$ cat src/core/aec_pkg.sv
// Package for the addressing and exception configuration register bank
package aec_pkg;

  localparam int unsigned ADDR_W      = 8;
  localparam int unsigned DATA_W      = 8;
  localparam int unsigned RF_BUF_DEPTH = 64;
  localparam int unsigned RF_PTR_W    = 6;
  localparam int unsigned RF_CNT_W    = 7;

  // Non-volatile copies
  localparam logic [7:0] OFS_SRC_B2_NV  = 8'h14;
  localparam logic [7:0] OFS_SRC_B1_NV  = 8'h15;
  localparam logic [7:0] OFS_SRC_B0_NV  = 8'h16;
  localparam logic [7:0] OFS_MSK_B3_NV  = 8'h17;
  localparam logic [7:0] OFS_MSK_B2_NV  = 8'h18;
  localparam logic [7:0] OFS_MSK_B1_NV  = 8'h19;
  localparam logic [7:0] OFS_MSK_B0_NV  = 8'h1a;
  localparam logic [7:0] OFS_DST_B3_NV  = 8'h1d;
  localparam logic [7:0] OFS_DST_B2_NV  = 8'h1e;
  localparam logic [7:0] OFS_DST_B1_NV  = 8'h1f;
  localparam logic [7:0] OFS_DST_B0_NV  = 8'h20;
  localparam logic [7:0] OFS_FMASK_NV   = 8'h21;
  localparam logic [7:0] OFS_HOLD_NV    = 8'h23;
  // Volatile copies, then the read-only fault code
  localparam logic [7:0] OFS_SRC_B2     = 8'h5f;
  localparam logic [7:0] OFS_SRC_B1     = 8'h60;
  localparam logic [7:0] OFS_SRC_B0     = 8'h61;
  localparam logic [7:0] OFS_MSK_B3     = 8'h62;
  localparam logic [7:0] OFS_MSK_B2     = 8'h63;
  localparam logic [7:0] OFS_MSK_B1     = 8'h64;
  localparam logic [7:0] OFS_MSK_B0     = 8'h65;
  localparam logic [7:0] OFS_DST_B3     = 8'h68;
  localparam logic [7:0] OFS_DST_B2     = 8'h69;
  localparam logic [7:0] OFS_DST_B1     = 8'h6a;
  localparam logic [7:0] OFS_DST_B0     = 8'h6b;
  localparam logic [7:0] OFS_FMASK      = 8'h6c;
  localparam logic [7:0] OFS_HOLD       = 8'h6e;
  localparam logic [7:0] OFS_FAULT_CODE = 8'h79;

  localparam logic [7:0] RST_ADDR_BYTE  = 8'hff;
  localparam logic [7:0] RST_FMASK      = 8'hff;
  localparam logic [7:0] RST_HOLD       = 8'h00;
  localparam logic [7:0] HOLD_ENABLED   = 8'h01;
  localparam logic [7:0] BYTE_ZERO      = 8'h00;

  typedef enum logic [1:0] {
    AEC_MODE_EXT_USER = 2'h0,
    AEC_MODE_USER     = 2'h1,
    AEC_MODE_MAC      = 2'h3
  } aec_addr_mode_t;

  typedef struct packed {
    logic [7:0] src_b2;
    logic [7:0] src_b1;
    logic [7:0] src_b0;
    logic [7:0] msk_b3;
    logic [7:0] msk_b2;
    logic [7:0] msk_b1;
    logic [7:0] msk_b0;
    logic [7:0] dst_b3;
    logic [7:0] dst_b2;
    logic [7:0] dst_b1;
    logic [7:0] dst_b0;
    logic [7:0] fmask;
    logic [7:0] hold;
  } aec_cfg_t;

  localparam aec_cfg_t CFG_DEFAULT = '{
    src_b2: RST_ADDR_BYTE, src_b1: RST_ADDR_BYTE, src_b0: RST_ADDR_BYTE,
    msk_b3: RST_ADDR_BYTE, msk_b2: RST_ADDR_BYTE, msk_b1: RST_ADDR_BYTE,
    msk_b0: RST_ADDR_BYTE, dst_b3: RST_ADDR_BYTE, dst_b2: RST_ADDR_BYTE,
    dst_b1: RST_ADDR_BYTE, dst_b0: RST_ADDR_BYTE, fmask: RST_FMASK,
    hold: RST_HOLD
  };

  typedef struct packed {
    logic       wr;
    logic       rd;
    logic [7:0] addr;
    logic [7:0] wdata;
  } aec_reg_req_t;

endpackage : aec_pkg

$ cat src/core/aec_regs.sv
// Addressing and exception configuration register bank with RF hold buffer
`timescale 1ns/1ps
`default_nettype none

module aec_regs (
  input  wire logic                    i_clk_sys,
  input  wire logic                    i_reset,
  input  wire logic                    i_por,
  input  wire logic                    i_wake_corrupt,
  input  wire aec_pkg::aec_reg_req_t   i_reg_req,
  output logic [7:0]                   o_reg_rdata,
  output logic                         o_reg_rvalid,
  input  wire aec_pkg::aec_addr_mode_t i_addr_mode,
  input  wire logic [7:0]              i_user_source_id_b3,
  output logic [31:0]                  o_src_addr,
  output logic [31:0]                  o_addr_mask,
  output logic [31:0]                  o_dest_unique_id,
  input  wire logic                    i_fault_event,
  input  wire logic [7:0]              i_fault_code,
  output logic                         o_fault_notify_pin,
  input  wire logic                    i_cmd_line,
  input  wire logic                    i_rf_valid,
  input  wire logic [7:0]              i_rf_data,
  output logic                         o_rf_ready,
  output logic                         o_uart_valid,
  output logic [7:0]                   o_uart_data,
  input  wire logic                    i_uart_ready
);

  function automatic aec_pkg::aec_cfg_t cfg_write(
    input aec_pkg::aec_cfg_t cfg,
    input logic [7:0]        addr,
    input logic [7:0]        data,
    input logic              nv
  );
    aec_pkg::aec_cfg_t c;
    c = cfg;
    if (nv)
    begin
      unique case (addr)
        aec_pkg::OFS_SRC_B2_NV: c.src_b2 = data;
        aec_pkg::OFS_SRC_B1_NV: c.src_b1 = data;
        aec_pkg::OFS_SRC_B0_NV: c.src_b0 = data;
        aec_pkg::OFS_MSK_B3_NV: c.msk_b3 = data;
        aec_pkg::OFS_MSK_B2_NV: c.msk_b2 = data;
        aec_pkg::OFS_MSK_B1_NV: c.msk_b1 = data;
        aec_pkg::OFS_MSK_B0_NV: c.msk_b0 = data;
        aec_pkg::OFS_DST_B3_NV: c.dst_b3 = data;
        aec_pkg::OFS_DST_B2_NV: c.dst_b2 = data;
        aec_pkg::OFS_DST_B1_NV: c.dst_b1 = data;
        aec_pkg::OFS_DST_B0_NV: c.dst_b0 = data;
        aec_pkg::OFS_FMASK_NV:  c.fmask  = data;
        aec_pkg::OFS_HOLD_NV:   c.hold   = data;
        default:                c        = cfg;
      endcase
    end
    else
    begin
      unique case (addr)
        aec_pkg::OFS_SRC_B2: c.src_b2 = data;
        aec_pkg::OFS_SRC_B1: c.src_b1 = data;
        aec_pkg::OFS_SRC_B0: c.src_b0 = data;
        aec_pkg::OFS_MSK_B3: c.msk_b3 = data;
        aec_pkg::OFS_MSK_B2: c.msk_b2 = data;
        aec_pkg::OFS_MSK_B1: c.msk_b1 = data;
        aec_pkg::OFS_MSK_B0: c.msk_b0 = data;
        aec_pkg::OFS_DST_B3: c.dst_b3 = data;
        aec_pkg::OFS_DST_B2: c.dst_b2 = data;
        aec_pkg::OFS_DST_B1: c.dst_b1 = data;
        aec_pkg::OFS_DST_B0: c.dst_b0 = data;
        aec_pkg::OFS_FMASK:  c.fmask  = data;
        aec_pkg::OFS_HOLD:   c.hold   = data;
        default:             c        = cfg;
      endcase
    end
    return c;
  endfunction : cfg_write

  function automatic logic [7:0] cfg_read(
    input aec_pkg::aec_cfg_t nvc,
    input aec_pkg::aec_cfg_t vc,
    input logic [7:0]        code,
    input logic [7:0]        addr
  );
    logic [7:0] r;
    r = aec_pkg::BYTE_ZERO;
    unique case (addr)
      aec_pkg::OFS_SRC_B2_NV:  r = nvc.src_b2;
      aec_pkg::OFS_SRC_B1_NV:  r = nvc.src_b1;
      aec_pkg::OFS_SRC_B0_NV:  r = nvc.src_b0;
      aec_pkg::OFS_MSK_B3_NV:  r = nvc.msk_b3;
      aec_pkg::OFS_MSK_B2_NV:  r = nvc.msk_b2;
      aec_pkg::OFS_MSK_B1_NV:  r = nvc.msk_b1;
      aec_pkg::OFS_MSK_B0_NV:  r = nvc.msk_b0;
      aec_pkg::OFS_DST_B3_NV:  r = nvc.dst_b3;
      aec_pkg::OFS_DST_B2_NV:  r = nvc.dst_b2;
      aec_pkg::OFS_DST_B1_NV:  r = nvc.dst_b1;
      aec_pkg::OFS_DST_B0_NV:  r = nvc.dst_b0;
      aec_pkg::OFS_FMASK_NV:   r = nvc.fmask;
      aec_pkg::OFS_HOLD_NV:    r = nvc.hold;
      aec_pkg::OFS_SRC_B2:     r = vc.src_b2;
      aec_pkg::OFS_SRC_B1:     r = vc.src_b1;
      aec_pkg::OFS_SRC_B0:     r = vc.src_b0;
      aec_pkg::OFS_MSK_B3:     r = vc.msk_b3;
      aec_pkg::OFS_MSK_B2:     r = vc.msk_b2;
      aec_pkg::OFS_MSK_B1:     r = vc.msk_b1;
      aec_pkg::OFS_MSK_B0:     r = vc.msk_b0;
      aec_pkg::OFS_DST_B3:     r = vc.dst_b3;
      aec_pkg::OFS_DST_B2:     r = vc.dst_b2;
      aec_pkg::OFS_DST_B1:     r = vc.dst_b1;
      aec_pkg::OFS_DST_B0:     r = vc.dst_b0;
      aec_pkg::OFS_FMASK:      r = vc.fmask;
      aec_pkg::OFS_HOLD:       r = vc.hold;
      aec_pkg::OFS_FAULT_CODE: r = code;
      default:                 r = aec_pkg::BYTE_ZERO;
    endcase
    return r;
  endfunction : cfg_read

  aec_pkg::aec_cfg_t          nv_ff;
  aec_pkg::aec_cfg_t          vol_ff;
  aec_pkg::aec_cfg_t          nxt_nv;
  aec_pkg::aec_cfg_t          nxt_vol;
  logic [7:0]                 fault_code_ff;
  logic                       fault_pend_ff;
  logic                       nxt_fault_pend;
  logic [7:0]                 rdata_ff;
  logic                       rvalid_ff;
  logic [31:0]                src_ff;
  logic [31:0]                mask_ff;
  logic [31:0]                dest_ff;
  logic [31:0]                nxt_src;
  logic [31:0]                nxt_mask;
  logic [7:0]                 rf_mem [aec_pkg::RF_BUF_DEPTH];
  logic [aec_pkg::RF_PTR_W-1:0] wr_ptr_ff;
  logic [aec_pkg::RF_PTR_W-1:0] rd_ptr_ff;
  logic [aec_pkg::RF_CNT_W-1:0] cnt_ff;
  logic [aec_pkg::RF_CNT_W-1:0] nxt_cnt;
  logic                       rf_ready_ff;
  logic                       uart_valid_ff;
  logic [7:0]                 uart_data_ff;

  wire logic       wr_hit     = i_reg_req.wr;
  wire logic       reload     = i_reset | i_wake_corrupt;
  wire logic [7:0] masked     = vol_ff.fmask & i_fault_code;
  wire logic       fault_hit  = i_fault_event & (masked != aec_pkg::BYTE_ZERO);
  wire logic       fault_rd   = i_reg_req.rd & (i_reg_req.addr == aec_pkg::OFS_FAULT_CODE);
  wire logic       hold_on    = (vol_ff.hold == aec_pkg::HOLD_ENABLED) & ~i_cmd_line;
  wire logic       push       = i_rf_valid & rf_ready_ff;
  wire logic       buf_empty  = (cnt_ff == '0);
  wire logic       pop        = ~buf_empty & ~hold_on & (~uart_valid_ff | i_uart_ready);
  wire logic [aec_pkg::RF_CNT_W-1:0] full_cnt = aec_pkg::RF_CNT_W'(aec_pkg::RF_BUF_DEPTH);
  // Pointers wrap on their own since the depth is a power of two
  wire logic [aec_pkg::RF_PTR_W-1:0] nxt_wr_ptr = wr_ptr_ff + 1'b1;
  wire logic [aec_pkg::RF_PTR_W-1:0] nxt_rd_ptr = rd_ptr_ff + 1'b1;
  wire logic [7:0]                   rd_word    = cfg_read(nv_ff, vol_ff, fault_code_ff, i_reg_req.addr);

  // Non-volatile copy survives a plain reset; only power-on restores defaults
  always_comb
  begin
    nxt_nv = wr_hit ? cfg_write(nv_ff, i_reg_req.addr, i_reg_req.wdata, 1'b1) : nv_ff;
  end

  // Reload and power-on take priority over a write in the same cycle
  always_comb
  begin
    nxt_vol = wr_hit ? cfg_write(vol_ff, i_reg_req.addr, i_reg_req.wdata, 1'b0) : vol_ff;
  end

  always_ff @(posedge i_clk_sys)
  begin
    if (i_por)
      nv_ff <= aec_pkg::CFG_DEFAULT;
    else
      nv_ff <= nxt_nv;
  end

  always_ff @(posedge i_clk_sys)
  begin
    if (i_por)
      vol_ff <= aec_pkg::CFG_DEFAULT;
    else if (reload)
      vol_ff <= nv_ff;
    else
      vol_ff <= nxt_vol;
  end

  // Address words; user mode zeroes the unused upper half
  wire logic [31:0] ext_src   = {i_user_source_id_b3, vol_ff.src_b2, vol_ff.src_b1, vol_ff.src_b0};
  wire logic [31:0] user_src  = {16'h0000, vol_ff.src_b1, vol_ff.src_b0};
  wire logic [31:0] ext_mask  = {vol_ff.msk_b3, vol_ff.msk_b2, vol_ff.msk_b1, vol_ff.msk_b0};
  wire logic [31:0] user_mask = {16'h0000, vol_ff.msk_b1, vol_ff.msk_b0};
  wire logic [31:0] dest_word = {vol_ff.dst_b3, vol_ff.dst_b2, vol_ff.dst_b1, vol_ff.dst_b0};

  // Code 2 is no mode; it falls back to the extended form instead of leaving the words undefined
  always_comb
  begin
    unique case (i_addr_mode)
      aec_pkg::AEC_MODE_EXT_USER:
      begin
        nxt_src  = ext_src;
        nxt_mask = ext_mask;
      end
      aec_pkg::AEC_MODE_USER:
      begin
        nxt_src  = user_src;
        nxt_mask = user_mask;
      end
      aec_pkg::AEC_MODE_MAC:
      begin
        nxt_src  = ext_src;
        nxt_mask = ext_mask;
      end
      default:
      begin
        nxt_src  = ext_src;
        nxt_mask = ext_mask;
      end
    endcase
  end

  always_ff @(posedge i_clk_sys)
  begin
    src_ff  <= nxt_src;
    mask_ff <= nxt_mask;
    dest_ff <= dest_word;
  end

  // A new fault in the same cycle as the clearing read wins
  always_comb
  begin
    nxt_fault_pend = fault_pend_ff;
    if (fault_rd)
      nxt_fault_pend = 1'b0;
    if (fault_hit)
      nxt_fault_pend = 1'b1;
  end

  // Pending flag drives the pin straight from a flop
  always_ff @(posedge i_clk_sys)
  begin
    if (i_reset)
      fault_pend_ff <= 1'b0;
    else
      fault_pend_ff <= nxt_fault_pend;
  end

  // Every event stores its code, masked or not
  always_ff @(posedge i_clk_sys)
  begin
    if (i_reset)
      fault_code_ff <= aec_pkg::BYTE_ZERO;
    else if (i_fault_event)
      fault_code_ff <= i_fault_code;
  end

  // Read data answers one cycle after the request
  always_ff @(posedge i_clk_sys)
  begin
    if (i_reset)
      rvalid_ff <= 1'b0;
    else
      rvalid_ff <= i_reg_req.rd;
  end

  always_ff @(posedge i_clk_sys)
  begin
    if (i_reset)
      rdata_ff <= aec_pkg::BYTE_ZERO;
    else if (i_reg_req.rd)
      rdata_ff <= rd_word;
  end

  // RF buffer; when hold is off bytes flow straight through it
  always_comb
  begin
    nxt_cnt = cnt_ff;
    if (push & ~pop)
      nxt_cnt = cnt_ff + 1'b1;
    else if (pop & ~push)
      nxt_cnt = cnt_ff - 1'b1;
  end

  always_ff @(posedge i_clk_sys)
  begin
    if (push)
      rf_mem[wr_ptr_ff] <= i_rf_data;
  end

  // Ready comes from the next count, so a full buffer refuses the very next byte
  always_ff @(posedge i_clk_sys)
  begin
    if (i_reset)
    begin
      cnt_ff      <= '0;
      rf_ready_ff <= 1'b0;
    end
    else
    begin
      cnt_ff      <= nxt_cnt;
      rf_ready_ff <= (nxt_cnt != full_cnt);
    end
  end

  always_ff @(posedge i_clk_sys)
  begin
    if (i_reset)
      wr_ptr_ff <= '0;
    else if (push)
      wr_ptr_ff <= nxt_wr_ptr;
  end

  always_ff @(posedge i_clk_sys)
  begin
    if (i_reset)
      rd_ptr_ff <= '0;
    else if (pop)
      rd_ptr_ff <= nxt_rd_ptr;
  end

  // Output stage keeps the byte until the UART takes it
  always_ff @(posedge i_clk_sys)
  begin
    if (i_reset)
      uart_valid_ff <= 1'b0;
    else if (pop)
      uart_valid_ff <= 1'b1;
    else if (i_uart_ready)
      uart_valid_ff <= 1'b0;
  end

  // Data only moves on a pop, so a stalled byte stands until taken
  always_ff @(posedge i_clk_sys)
  begin
    if (i_reset)
      uart_data_ff <= aec_pkg::BYTE_ZERO;
    else if (pop)
      uart_data_ff <= rf_mem[rd_ptr_ff];
  end

  assign o_reg_rdata        = rdata_ff;
  assign o_reg_rvalid       = rvalid_ff;
  assign o_src_addr         = src_ff;
  assign o_addr_mask        = mask_ff;
  assign o_dest_unique_id   = dest_ff;
  assign o_fault_notify_pin = fault_pend_ff;
  assign o_rf_ready         = rf_ready_ff;
  assign o_uart_valid       = uart_valid_ff;
  assign o_uart_data        = uart_data_ff;

endmodule : aec_regs

`default_nettype wire

$ cat config.mk
export PLATFORM = sky130hd
export DESIGN_NAME = aec_regs
export DESIGN_NICKNAME = d
export VERILOG_FILES = /design/src/core/aec_pkg.sv /design/src/core/aec_regs.sv
export SDC_FILE = /design/constraint.sdc
export NUM_CORES = 1
export LEC_CHECK = 0
export BUFFER_PORTS_ARGS = -buffer_cell sky130_fd_sc_hd__buf_2
export CORE_ASPECT_RATIO = 1.2
export CORE_UTILIZATION = 26
export CTS_CLUSTER_SIZE = 28
export DETAILED_ROUTE_END_ITERATION = 6
export PLACE_DENSITY = 0.48
export SYNTH_ARGS = -nofsm -noshare
export SYNTH_HDL_FRONTEND = slang
export SYNTH_SLANG_ARGS = --single-unit
$ cat constraint.sdc
create_clock -name i_clk_sys -period 2.9 [get_ports i_clk_sys]
set_clock_uncertainty 0.15 [all_clocks]
set_input_delay 0.29 -clock i_clk_sys [delete_from_list [all_inputs] [get_ports i_clk_sys]]
set_output_delay 0.29 -clock i_clk_sys [all_outputs]
set_load 0.01 [all_outputs]
==> key figures, run 1 <==
Drt
  • Routed WL per cell: between 20 and 25 um
  • Routed WL: 116000 um
  • Via Count: approximately 23000
  • ANT nets after route: 0
  • Vias per cell: 4.82
  • Pre-Repair DR Iteration Count: 5
  • DR iter-0 viols: 1660
  • DRC violations left: 0

Yosys
  • Avg Inst Size Synth: 14.0 um^2
  • Synthesized Nets: 2550
  • Synth area leader: edfxtp_1
  • Area of the mapped netlist: 35000 um^2
  • Area contributors post-synth: edfxtp_1, dfxtp_1, mux4_2
  • #FFs+latches synth: 863
  • Unique masters post-synth: slightly above 70
  • Top-area cell type share of the netlist area: between 40% and 50%
  • Post-synthesis sequential area ratio: 64.0%
  • Post-synth EDFFs: 512
  • Yosys warns: 0
  • Top FF cell, synth: edfxtp_1
  • Synth Instances: 2494
  • Asr flop ratio synth: 0%

Placed design
  • Routability cong.: 0.981
  • Hpwl dp: 81500 um
  • Placed Instance Area: just under 40000 um^2
  • IO buf count: 167
  • Placed Instances: 4482

Status
  • Status: finished clean

Timing
  • Slew @ Worst Pin: 0.906 ns
  • Fin. Hold Viols: 0
  • Period utilisation layout: between 90% and 100%
  • Fmax: 374 MHz
  • Final Critical Period: 2.67 ns
  • Rel. slew slack: approximately 40%
  • Final setup fails: 0
  • Pins Over Slew Limit: 0
  • Fin Setup TNS: 0 ns
  • RSZ-0062 raised after global routing: no
  • WHS: between 0.04 and 0.05 ns

Finish
  • Final instance area: 42800 um^2
  • Commonest non-fill, non-tap cell in the layout: edfxtp_1
  • Post-Layout Cell Count: 4696
  • Number of antenna diodes: 0
  • Commonest non-fill, non-tap cells in the layout: edfxtp_1, dfxtp_1, nor2_1
  • Final Util: 32.0%
  • Number of fill cells: about 13000
  • Area grow syn2layout: 22.2%
  • Share of layout cells above drive strength 1: 25.2%
  • Fin nets: a little under 3000

Setup path
  • Max Fanout on Critical Path: 68
  • Largest delay contributor family on the critical path: multiplexers
  • Required @ worst endpoint: 3.31 ns
  • Cell mode on critical path: mux4_2
  • Crit-path cells: buf_12, mux4_2, mux4_2, or4_1, o21ai_0, nor4_1
  • Critical Path AT: between 3 and 4 ns
  • Setup Crit Path Kind: register to register
  • CP Buf/Inv Count: 1
  • Slowest stage delay, CP: 0.53 ns
  • Slowest-stage cell, CP: mux4_2
  • Critical path launch point type: register
  • Crit end category: register

Global route
  • Number of global-route vias before repair: 22582
  • Total GRT Usage: 16.8%
  • First-pass GRT wire length: ~170000 um
  • GRT overflow: 0
  • Largest net degree at the start of global routing: 69
  • Initial antenna violation count: 3

Clock network
  • Post-CTS resize count: 0
  • CTS tree: built
  • Root Driver: clkbuf_16
  • Clock tree buffer depth: 3
  • Clock Latency Late Sink: 0.71 ns
  • Total CTS buffers: 95
  • Num Clock Sinks: 863
  • Hold Buf Count CTS: 39
  • H-tree depth: 3
  • Post-CTS Setup Bufs: 0
  • Clock transition at path regs: 0.06 ns

Power and ir drop
  • Power per cell area: roughly 700 nW/um^2
  • Maximum vdd drop: 0.507 mV
  • Leak: 14.9 nW

Die
  • Total die area: 136000 um^2
  • Ports: 168
  • Die width: 337 um
  • Die Height: 404 um
  • Initial Util: between 20% and 30%
  • CORE AREA: approximately 130000 um^2
  • Site Rows: 147

Run
  • Maxcap violations: 0

Hold path
  • Hold Path Class: primary input to register
tightest hold or removal path, stage by stage:
cell and delay [ns]:
buf_2 0.32, nand2_1 0.14, a21oi_1 0.05
stage by stage:
step | power (mW) | setup slack, ns
6_report | 30.6 | 0.228
3_5_place_dp | 19.0 | 0.0814
5_1_grt | 31.8 | 0.0998
2_1_floorplan | 17.1 | 0.436
3_3_place_gp | 19.0 | 0.0238
4_1_cts | 31.0 | 0.197
cells in the mapped netlist, types with 18 or more instances:
| cell | number |
|---|---|
| edfxtp_1 | 512 |
| dfxtp_1 | 351 |
| nor2_1 | 227 |
| nand2_1 | 171 |
| mux4_2 | 156 |
| a211o_1 | 154 |
| mux2i_1 | 125 |
| clkbuf_1 | 123 |
| nor2b_1 | 74 |
| nand3_1 | 60 |
| buf_2 | 51 |
| nand3b_1 | 49 |
| and2_1 | 42 |
| a21oi_1 | 35 |
| nand4_1 | 33 |
| o21ai_0 | 27 |
| and3_1 | 22 |
| nor4_1 | 18 |
worst paths after layout:
kind	from	endpoint	slack [ns]	depth (start not counted)
hold reg to reg	dest_word[1]	o_dest_unique_id[1]	0.22	0
setup / recovery	rd_ptr_ff[1]	o_uart_data[0]	0.23	6
setup reg to reg	rd_ptr_ff[1]	o_uart_data[0]	0.23	6
hold / removal	i_reg_req[6]	nv_ff[6]	0.05	3
registers in the layout (all words and copies together) (netlist names):
name,count
dest_word,32
vol_ff,16
wr_ptr_ff,6
o_rf_ready,1
o_reg_rdata,8
o_uart_data,8
o_dest_unique_id,32
ext_mask,32
rf_mem,512
o_addr_mask,32
o_fault_notify_pin,1
o_uart_valid,1
o_src_addr,32
nv_ff,104
fault_code_ff,8
cnt_ff,7
ext_src,24
rd_ptr_ff,6
o_reg_rvalid,1
cell families after synthesis:
family,Yosys count,synth area share (%)
DFF,863,64.0
and+or+nand+nor,758,10.9
AOI/OAI and AO/OA,347,7.77
muxes,297,14.1
buffers and inverters,210,2.69
xor gates and xnor gates,14,0.350
adders and majority gates,5,0.171
layout make-up:
type                    count  area, um^2  share of cell area, %
clock buffers             117        2530                   5.91
well taps                1788        2240                   5.23
inverters                  10        37.5                 0.0877
clock inverters            58         573                   1.34
repair buffers            439        3310                   7.73
multi-input cells        1421       11700                   27.3
flip-flops and latches    863       22400                   52.4
report_power, final:
part	internal, mW	switching (mW)	total [mW]
combinational	2.41	2.66	5.07
sequential	13.3	0.331	13.6
clock	6.71	5.22	11.9
total	22.4	8.21	30.6
layer usage:
layer	track usage (%)	wire length (um)	up-vias	share of wire [%]
met1	20.8	48100	11509	41
met3	2.27	4990	192	4.3
met4	7.17	4810	2	4.1
li1	-	-	10240	-
met2	29.3	58300	688	50
met5	0	10	-	0.0086
(Power assumes the default switching activity.)
==> inputs of run 2 (changes only) <==
--- a/config.mk
+++ b/config.mk
@@ -11,6 +11,7 @@
 export CTS_CLUSTER_SIZE = 28
 export DETAILED_ROUTE_END_ITERATION = 6
 export PLACE_DENSITY = 0.48
+export RECOVER_POWER = 50
 export SYNTH_ARGS = -nofsm -noshare
 export SYNTH_HDL_FRONTEND = slang
 export SYNTH_SLANG_ARGS = --single-unit
==> key figures, run 2 (synthesized netlist as in run 1, its figures left out) <==
Status
  • Status: finished with violations (was finished clean)
  • Violated checks: max-capacitance violations, max-slew violations

Clock network
  • Clock tree buffer depth: 3 (unchanged)
  • Clock transition at path regs: 0.06 ns (about the same)
  • Clock Latency Late Sink: 0.70 ns (was 0.71 ns)
  • Root Driver: clkbuf_16 (unchanged)
  • Total CTS buffers: 95 (unchanged)
  • CTS tree: built (unchanged)
  • Post-CTS resize count: 0 (unchanged)
  • H-tree depth: 3 (unchanged)
  • Num Clock Sinks: 863 (unchanged)

Finish
  • Reg with most FFs: rf_mem (unchanged)
  • Commonest non-fill, non-tap cells in the layout: edfxtp_1, dfxtp_1, nor2_1 (unchanged)
  • Number of antenna diodes: 0 (unchanged)
  • Fin nets: 2886 (unchanged)
  • Area grow syn2layout: 21.6% (was 22.2%)
  • Multi-input gate area: 11700 um^2 (about the same)
  • Number of fill cells: 13383 (was 13320)
  • Final instance area: 42600 um^2 (was 42800 um^2)
  • FF+latch area: 22400 um^2 (unchanged)
  • Max FFs per register: 512 (unchanged)
  • Commonest non-fill, non-tap cell in the layout: edfxtp_1 (unchanged)
  • Top flop regs: rf_mem (512), nv_ff (104) (unchanged)
  • Post-Layout Cell Count: 4696 (unchanged)
  • Share of layout cells above drive strength 1: 21.3% (was 25.2%)

Setup path
  • Reg-to-reg slack, setup: 0.23 ns (about the same)
  • Critical path launch point type: primary input (was register)
  • Max Fanout on Critical Path: 27 (was 68)
  • Required @ worst endpoint: 3.31 ns (about the same)
  • R2R Path Start: rd_ptr_ff[1] (unchanged)
  • Critical Path AT: 3.09 ns (was 3.08 ns)
  • FF-to-FF path depth: 6 (unchanged)
  • Crit end category: register (unchanged)
  • RR Endpoint: o_uart_data[0] (unchanged)
  • Setup Crit Path Kind: primary input to register (was register to register)

Placed design
  • Placed Instance Area: 39300 um^2 (unchanged)
  • Hpwl dp: 81500 um (unchanged)
  • IO buf count: 167 (unchanged)
  • Routability cong.: 0.981 (unchanged)
  • Place WS: 0.0814 ns (unchanged)
  • Placed Instances: 4482 (unchanged)

Hold path
  • Hold Path End: nv_ff[6] (unchanged)
  • Hold Path Class: primary input to register (unchanged)
  • Worst hold path startpoint: i_reg_req[6] (unchanged)
  • WHS Path Cells: 3 (unchanged)

Die
  • Ports: 168 (unchanged)
  • Total die area: 136000 um^2 (unchanged)
  • Die width: 337 um (unchanged)
  • Initial Util: 26.2% (unchanged)
  • CORE AREA: 134000 um^2 (unchanged)
  • Site Rows: 147 (unchanged)
  • Die Height: 404 um (unchanged)

Global route
  • GRT overflow: 0 (unchanged)
  • Number of global-route vias before repair: 22582 (unchanged)
  • Largest net degree at the start of global routing: 69 (unchanged)
  • Total GRT Usage: 16.8% (unchanged)
  • Initial antenna violation count: 3 (unchanged)
  • First-pass GRT wire length: 166000 um (unchanged)

Run
  • Maxcap violations: 4 (was 0)

Timing
  • Final Critical Period: 2.68 ns (was 2.67 ns)
  • Final setup fails: 0 (unchanged)
  • Fmax: 373 MHz (was 374 MHz)
  • Fin Setup TNS: 0 ns (unchanged)
  • Slew @ Worst Pin: 1.89 ns (was 0.906 ns)
  • Period utilisation layout: 92.5% (was 92.1%)
  • Pins Over Slew Limit: 149 (was 0)
  • Rel. slew slack: -25.7% (was 39.6%)
  • RSZ-0062 raised after global routing: no (unchanged)
  • Final WS setup: 0.216 ns (was 0.228 ns)
  • Fin. Hold Viols: 0 (unchanged)

Drt
  • ANT nets after route: 0 (unchanged)
  • Via Count: 22658 (was 22631)
  • Vias per cell: 4.82 (about the same)
  • DR iter-0 viols: 1752 (was 1660)
  • Routed WL: 116000 um (about the same)
  • Pre-Repair DR Iteration Count: 5 (unchanged)
  • Routed WL per cell: 24.8 um (was 24.7 um)
  • DRC violations left: 0 (unchanged)

Power and ir drop
  • Leak: 14.7 nW (was 14.9 nW)
  • Maximum vdd drop: 0.507 mV (about the same)
  • Power per cell area: 717 nW/um^2 (was 715 nW/um^2)
run 2: cell count changes in the layout (fill, tap and decap cells not counted):
| cell | previous run | this run |
|---|---|---|
| clkbuf_2 | 0 | 5 |
| nor4bb_2 | 1 | 0 |
| nor4bb_1 | 0 | 1 |
| buf_4 | 207 | 193 |
| buf_2 | 166 | 63 |
| and2_0 | 1 | 12 |
| buf_12 | 26 | 24 |
| and2_1 | 42 | 31 |
| clkbuf_1 | 15 | 129 |
run 2: area by class of cell:
| class | instances | share of cell area, % |
|---|---|---|
| Sequential cell | 863 | 52.6 |
| Clock inverter | 58 | 1.35 |
| Multi-Input combinational cell | 1421 | 27.5 |
| Tap cell | 1788 | 5.25 |
| Clock buffer | 117 | 5.94 |
| Timing Repair Buffer | 439 | 7.28 |
| Inverter | 10 | 0.0881 |
run 2: worst max path at each step:
stage                        from                 end
floorplan            rd_ptr_ff[1]      o_uart_data[2]
global placement    i_reg_req[12]      o_reg_rdata[7]
detailed placement  i_reg_req[12]           nv_ff[82]
CTS                  rd_ptr_ff[1]      o_uart_data[0]
global route         i_reg_req[8]  o_fault_notify_pin
finish               i_reg_req[8]  o_fault_notify_pin
run 2: layer usage:
layer  track usage, %  vias up  share of wire, %  wire length [um]
met5                0        -            0.0086                10
met4             7.17        2               4.2              4860
met3             2.27      191               4.4              5100
met2             29.3      712                50             58300
met1             20.8    11522                41             48200
li1                 -    10231                 -                 -
run 2: metrics by stage:
step                      power [mW]  utilization (%)  hold slack, ns
final                           30.6             31.9          0.0464
after global routing            31.8             31.9          0.0579
after CTS                       31.0             32.0          0.0154
after detailed placement        19.0             29.4           0.212
after global placement          19.0             29.4           0.208
after floorplan                 17.1                -           0.190
run 2: where the power goes:
part / internal, mW / switching, mW / total, mW
Sequential: 13.3 / 0.335 / 13.6
Combinational: 2.38 / 2.66 / 5.04
Clock: 6.71 / 5.21 / 11.9
run 2: repair_timing:
item                      4_1_cts  5_1_grt
setup buffers                   0        0
hold endpoints to repair      119        0
hold buffers                   39        0
run 2: worst max-delay path, stage by stage:
cell and delay (ns):
buf_2 0.17, buf_12 0.21, nor4bb_1 0.54, clkbuf_1 0.38
nand4_1 0.13, dlygate4sd3_1 0.60, a22oi_1 0.14, dlygate4sd3_1 0.57
nor2_1 0.04
==> inputs of run 3 (changes only) <==
--- a/config.mk
+++ b/config.mk
@@ -11,7 +11,8 @@
 export CTS_CLUSTER_SIZE = 28
 export DETAILED_ROUTE_END_ITERATION = 6
 export PLACE_DENSITY = 0.48
-export RECOVER_POWER = 50
+export RECOVER_POWER = 25
+export SLEW_MARGIN = 20
 export SYNTH_ARGS = -nofsm -noshare
 export SYNTH_HDL_FRONTEND = slang
 export SYNTH_SLANG_ARGS = --single-unit
==> key figures, run 3 (synthesized netlist as in run 1, its figures left out) <==
Global route
  • Initial antenna violation count: 3 (unchanged)
  • GRT overflow: 0 (unchanged)
  • Total GRT Usage: 16.8% (unchanged)
  • First-pass GRT wire length: 166000 um (unchanged)
  • Number of global-route vias before repair: 22582 (unchanged)
  • Largest net degree at the start of global routing: 69 (unchanged)

Setup path
  • CP Buf/Inv Count: 1 (was 5)
  • Cell mode on critical path: mux4_2 (was dlygate4sd3_1)
  • Setup Crit Path Kind: register to register (was primary input to register)
  • Slowest stage delay, CP: 0.58 ns (was 0.60 ns)
  • Setup crit start: rd_ptr_ff[1] (was i_reg_req[8])
  • Max Fanout on Critical Path: 20 (was 27)
  • FF-to-FF path depth: 6 (unchanged)
  • Crit-path cells: buf_12, mux4_2, mux4_2, nor2b_1, a211oi_1, nor4_1 (was buf_2, buf_12, nor4bb_1, clkbuf_1, nand4_1, dlygate4sd3_1, a22oi_1, dlygate4sd3_1, nor2_1)
  • R2R Path Start: rd_ptr_ff[1] (unchanged)
  • Largest delay contributor family on the critical path: multiplexers (was buffers and inverters)
  • Required @ worst endpoint: 3.31 ns (about the same)
  • Critical Path AT: 3.07 ns (was 3.09 ns)
  • Total stage count of the critical path: 6 (was 9)
  • Slowest-stage cell, CP: mux4_2 (was dlygate4sd3_1)
  • Crit end category: register (unchanged)
  • Critical path launch point type: register (was primary input)

Power and ir drop
  • Reg power frac: 44.4% (was 44.5%)
  • Power per cell area: 715 nW/um^2 (was 717 nW/um^2)
  • Leak: 14.9 nW (was 14.7 nW)
  • Gate power share: 16.6% (was 16.5%)
  • Power consumption: 30.6 mW (about the same)
  • Maximum vdd drop: 0.508 mV (was 0.507 mV)
  • Power Internal: 22.4 mW (was 22.3 mW)
  • Clock share of power: 39.0% (about the same)
  • Net Sw Frac: 26.8% (was 26.9%)
  • Net Sw Power: 8.21 mW (about the same)

Drt
  • Routed WL: 116000 um (about the same)
  • Pre-Repair DR Iteration Count: 5 (unchanged)
  • WL met3: 5050 um (was 5100 um)
  • Top sig layer: met5 (unchanged)
  • DR iter-0 viols: 1739 (was 1752)
  • Vias per cell: 4.81 (was 4.82)
  • Routed WL per cell: 24.8 um (about the same)
  • DRC violations left: 0 (unchanged)
  • Via Count: 22613 (was 22658)
  • ANT nets after route: 0 (unchanged)
  • Wire length on met1: 48000 um (was 48200 um)
  • Metal2 WL: 58400 um (was 58300 um)

Placed design
  • Placed Instance Area: 39300 um^2 (unchanged)
  • Place WS: 0.0814 ns (unchanged)
  • Routability cong.: 0.981 (unchanged)
  • Hpwl dp: 81500 um (unchanged)
  • IO buf count: 167 (unchanged)

Die
  • Die Height: 404 um (unchanged)
  • Total die area: 136000 um^2 (unchanged)
  • Site Rows: 147 (unchanged)
  • Die width: 337 um (unchanged)
  • Initial Util: 26.2% (unchanged)
  • CORE AREA: 134000 um^2 (unchanged)
  • Ports: 168 (unchanged)

Finish
  • Top flop regs: rf_mem (512), nv_ff (104) (unchanged)
  • FF+latch area: 22400 um^2 (unchanged)
  • Fin nets: 2886 (unchanged)
  • Reg with most FFs: rf_mem (unchanged)
  • Final Util: 32.0% (was 31.9%)
  • Share of layout cells above drive strength 1: 25.0% (was 21.3%)
  • Max FFs per register: 512 (unchanged)
  • Multi-input gate area: 11700 um^2 (about the same)
  • Commonest non-fill, non-tap cells in the layout: edfxtp_1, dfxtp_1, nor2_1 (unchanged)
  • Number of fill cells: 13324 (was 13383)
  • Final instance area: 42800 um^2 (was 42600 um^2)
  • Area grow syn2layout: 22.1% (was 21.6%)
  • Commonest non-fill, non-tap cell in the layout: edfxtp_1 (unchanged)

Status
  • Status: finished with violations (unchanged)
  • Violated checks: max-capacitance violations, max-slew violations (unchanged)

Timing
  • Final WS setup: 0.234 ns (was 0.216 ns)
  • Pins Over Slew Limit: 99 (was 149)
  • Slew @ Worst Pin: 1.93 ns (was 1.89 ns)
  • Fin. Hold Viols: 0 (unchanged)
  • Fmax: 375 MHz (was 373 MHz)
  • RSZ-0062 raised after global routing: no (unchanged)
  • Period utilisation layout: 91.9% (was 92.5%)
  • Final setup fails: 0 (unchanged)
  • Final Critical Period: 2.67 ns (was 2.68 ns)
  • Fin Setup TNS: 0 ns (unchanged)
  • Rel. slew slack: -28.6% (was -25.7%)

Clock network
  • CTS tree: built (unchanged)
  • Root Driver: clkbuf_16 (unchanged)
  • Clock transition at path regs: 0.06 ns (about the same)
  • Clock tree buffer depth: 3 (unchanged)
  • Num Clock Sinks: 863 (unchanged)
  • Clock Latency Late Sink: 0.71 ns (was 0.70 ns)
  • H-tree depth: 3 (unchanged)
  • Total CTS buffers: 95 (unchanged)
  • Post-CTS Setup Bufs: 0 (unchanged)

Hold path
  • Worst hold path startpoint: i_reg_req[6] (unchanged)
  • WHS Path Cells: 3 (unchanged)
  • Hold Path Class: primary input to register (unchanged)

Run
  • Maxcap violations: 2 (was 4)
==> run 3: changes by cell type in the layout (fill, tap and decap cells not counted), sizes merged <==
cell	change
diode	+1
buf	+109
clkbuf	-109
==> run 3: area by class of cell <==
type / instances / area share, %
clock inverters: 58 / 1.34
repair buffers: 439 / 7.67
inverters: 10 / 0.0877
multi-input cells: 1421 / 27.4
flip-flops and latches: 863 / 52.4
diodes: 1 / 0.00585
well taps: 1788 / 5.23
clock buffers: 117 / 5.91
==> run 3: routing by layer <==
layer,vias to the layer above,GRT usage [%]
met5,-,0
met2,698,29.3
met1,11488,20.8
met3,195,2.27
met4,2,7.17
li1,10230,-
==> run 3: per-stage QoR <==
stage	hold slack, ns	std cells
CTS	0.0154	4696
global route	0.0579	4696
floorplan	0.190	2494
global placement	0.208	4482
finish	0.0473	4697
detailed placement	0.212	4482
==> run 3: worst paths after layout <==
| path | to | slack [ns] |
|---|---|---|
| setup / recovery | o_uart_data[0] | 0.23 |
| hold / removal | nv_ff[6] | 0.05 |
| setup reg to reg | o_uart_data[0] | 0.23 |
| hold reg to reg | o_dest_unique_id[1] | 0.22 |
==> run 3: what timing repair did <==
item                                   4_1_cts  5_1_grt
hold buffers                                39        0
resized for setup                            0        0
endpoints found under the hold margin      119        0
==> run 3: worst register-to-register path, stage by stage (launching register included) <==
cell and delay, ns:
dfxtp_4 0.40, buf_12 0.21, mux4_2 0.60, mux4_2 0.54, nor2b_1 0.16, a211oi_1 0.35
nor4_1 0.11
==> run 3: power by group through the flow <==
stage               clock (mW)  combinational (mW)  sequential [mW]
floorplan                    0                3.42             13.7
global placement             0                5.15             13.9
detailed placement           0                5.15             13.8
CTS                       12.2                5.20             13.6
global route              12.7                5.47             13.6
finish                    11.9                5.06             13.6
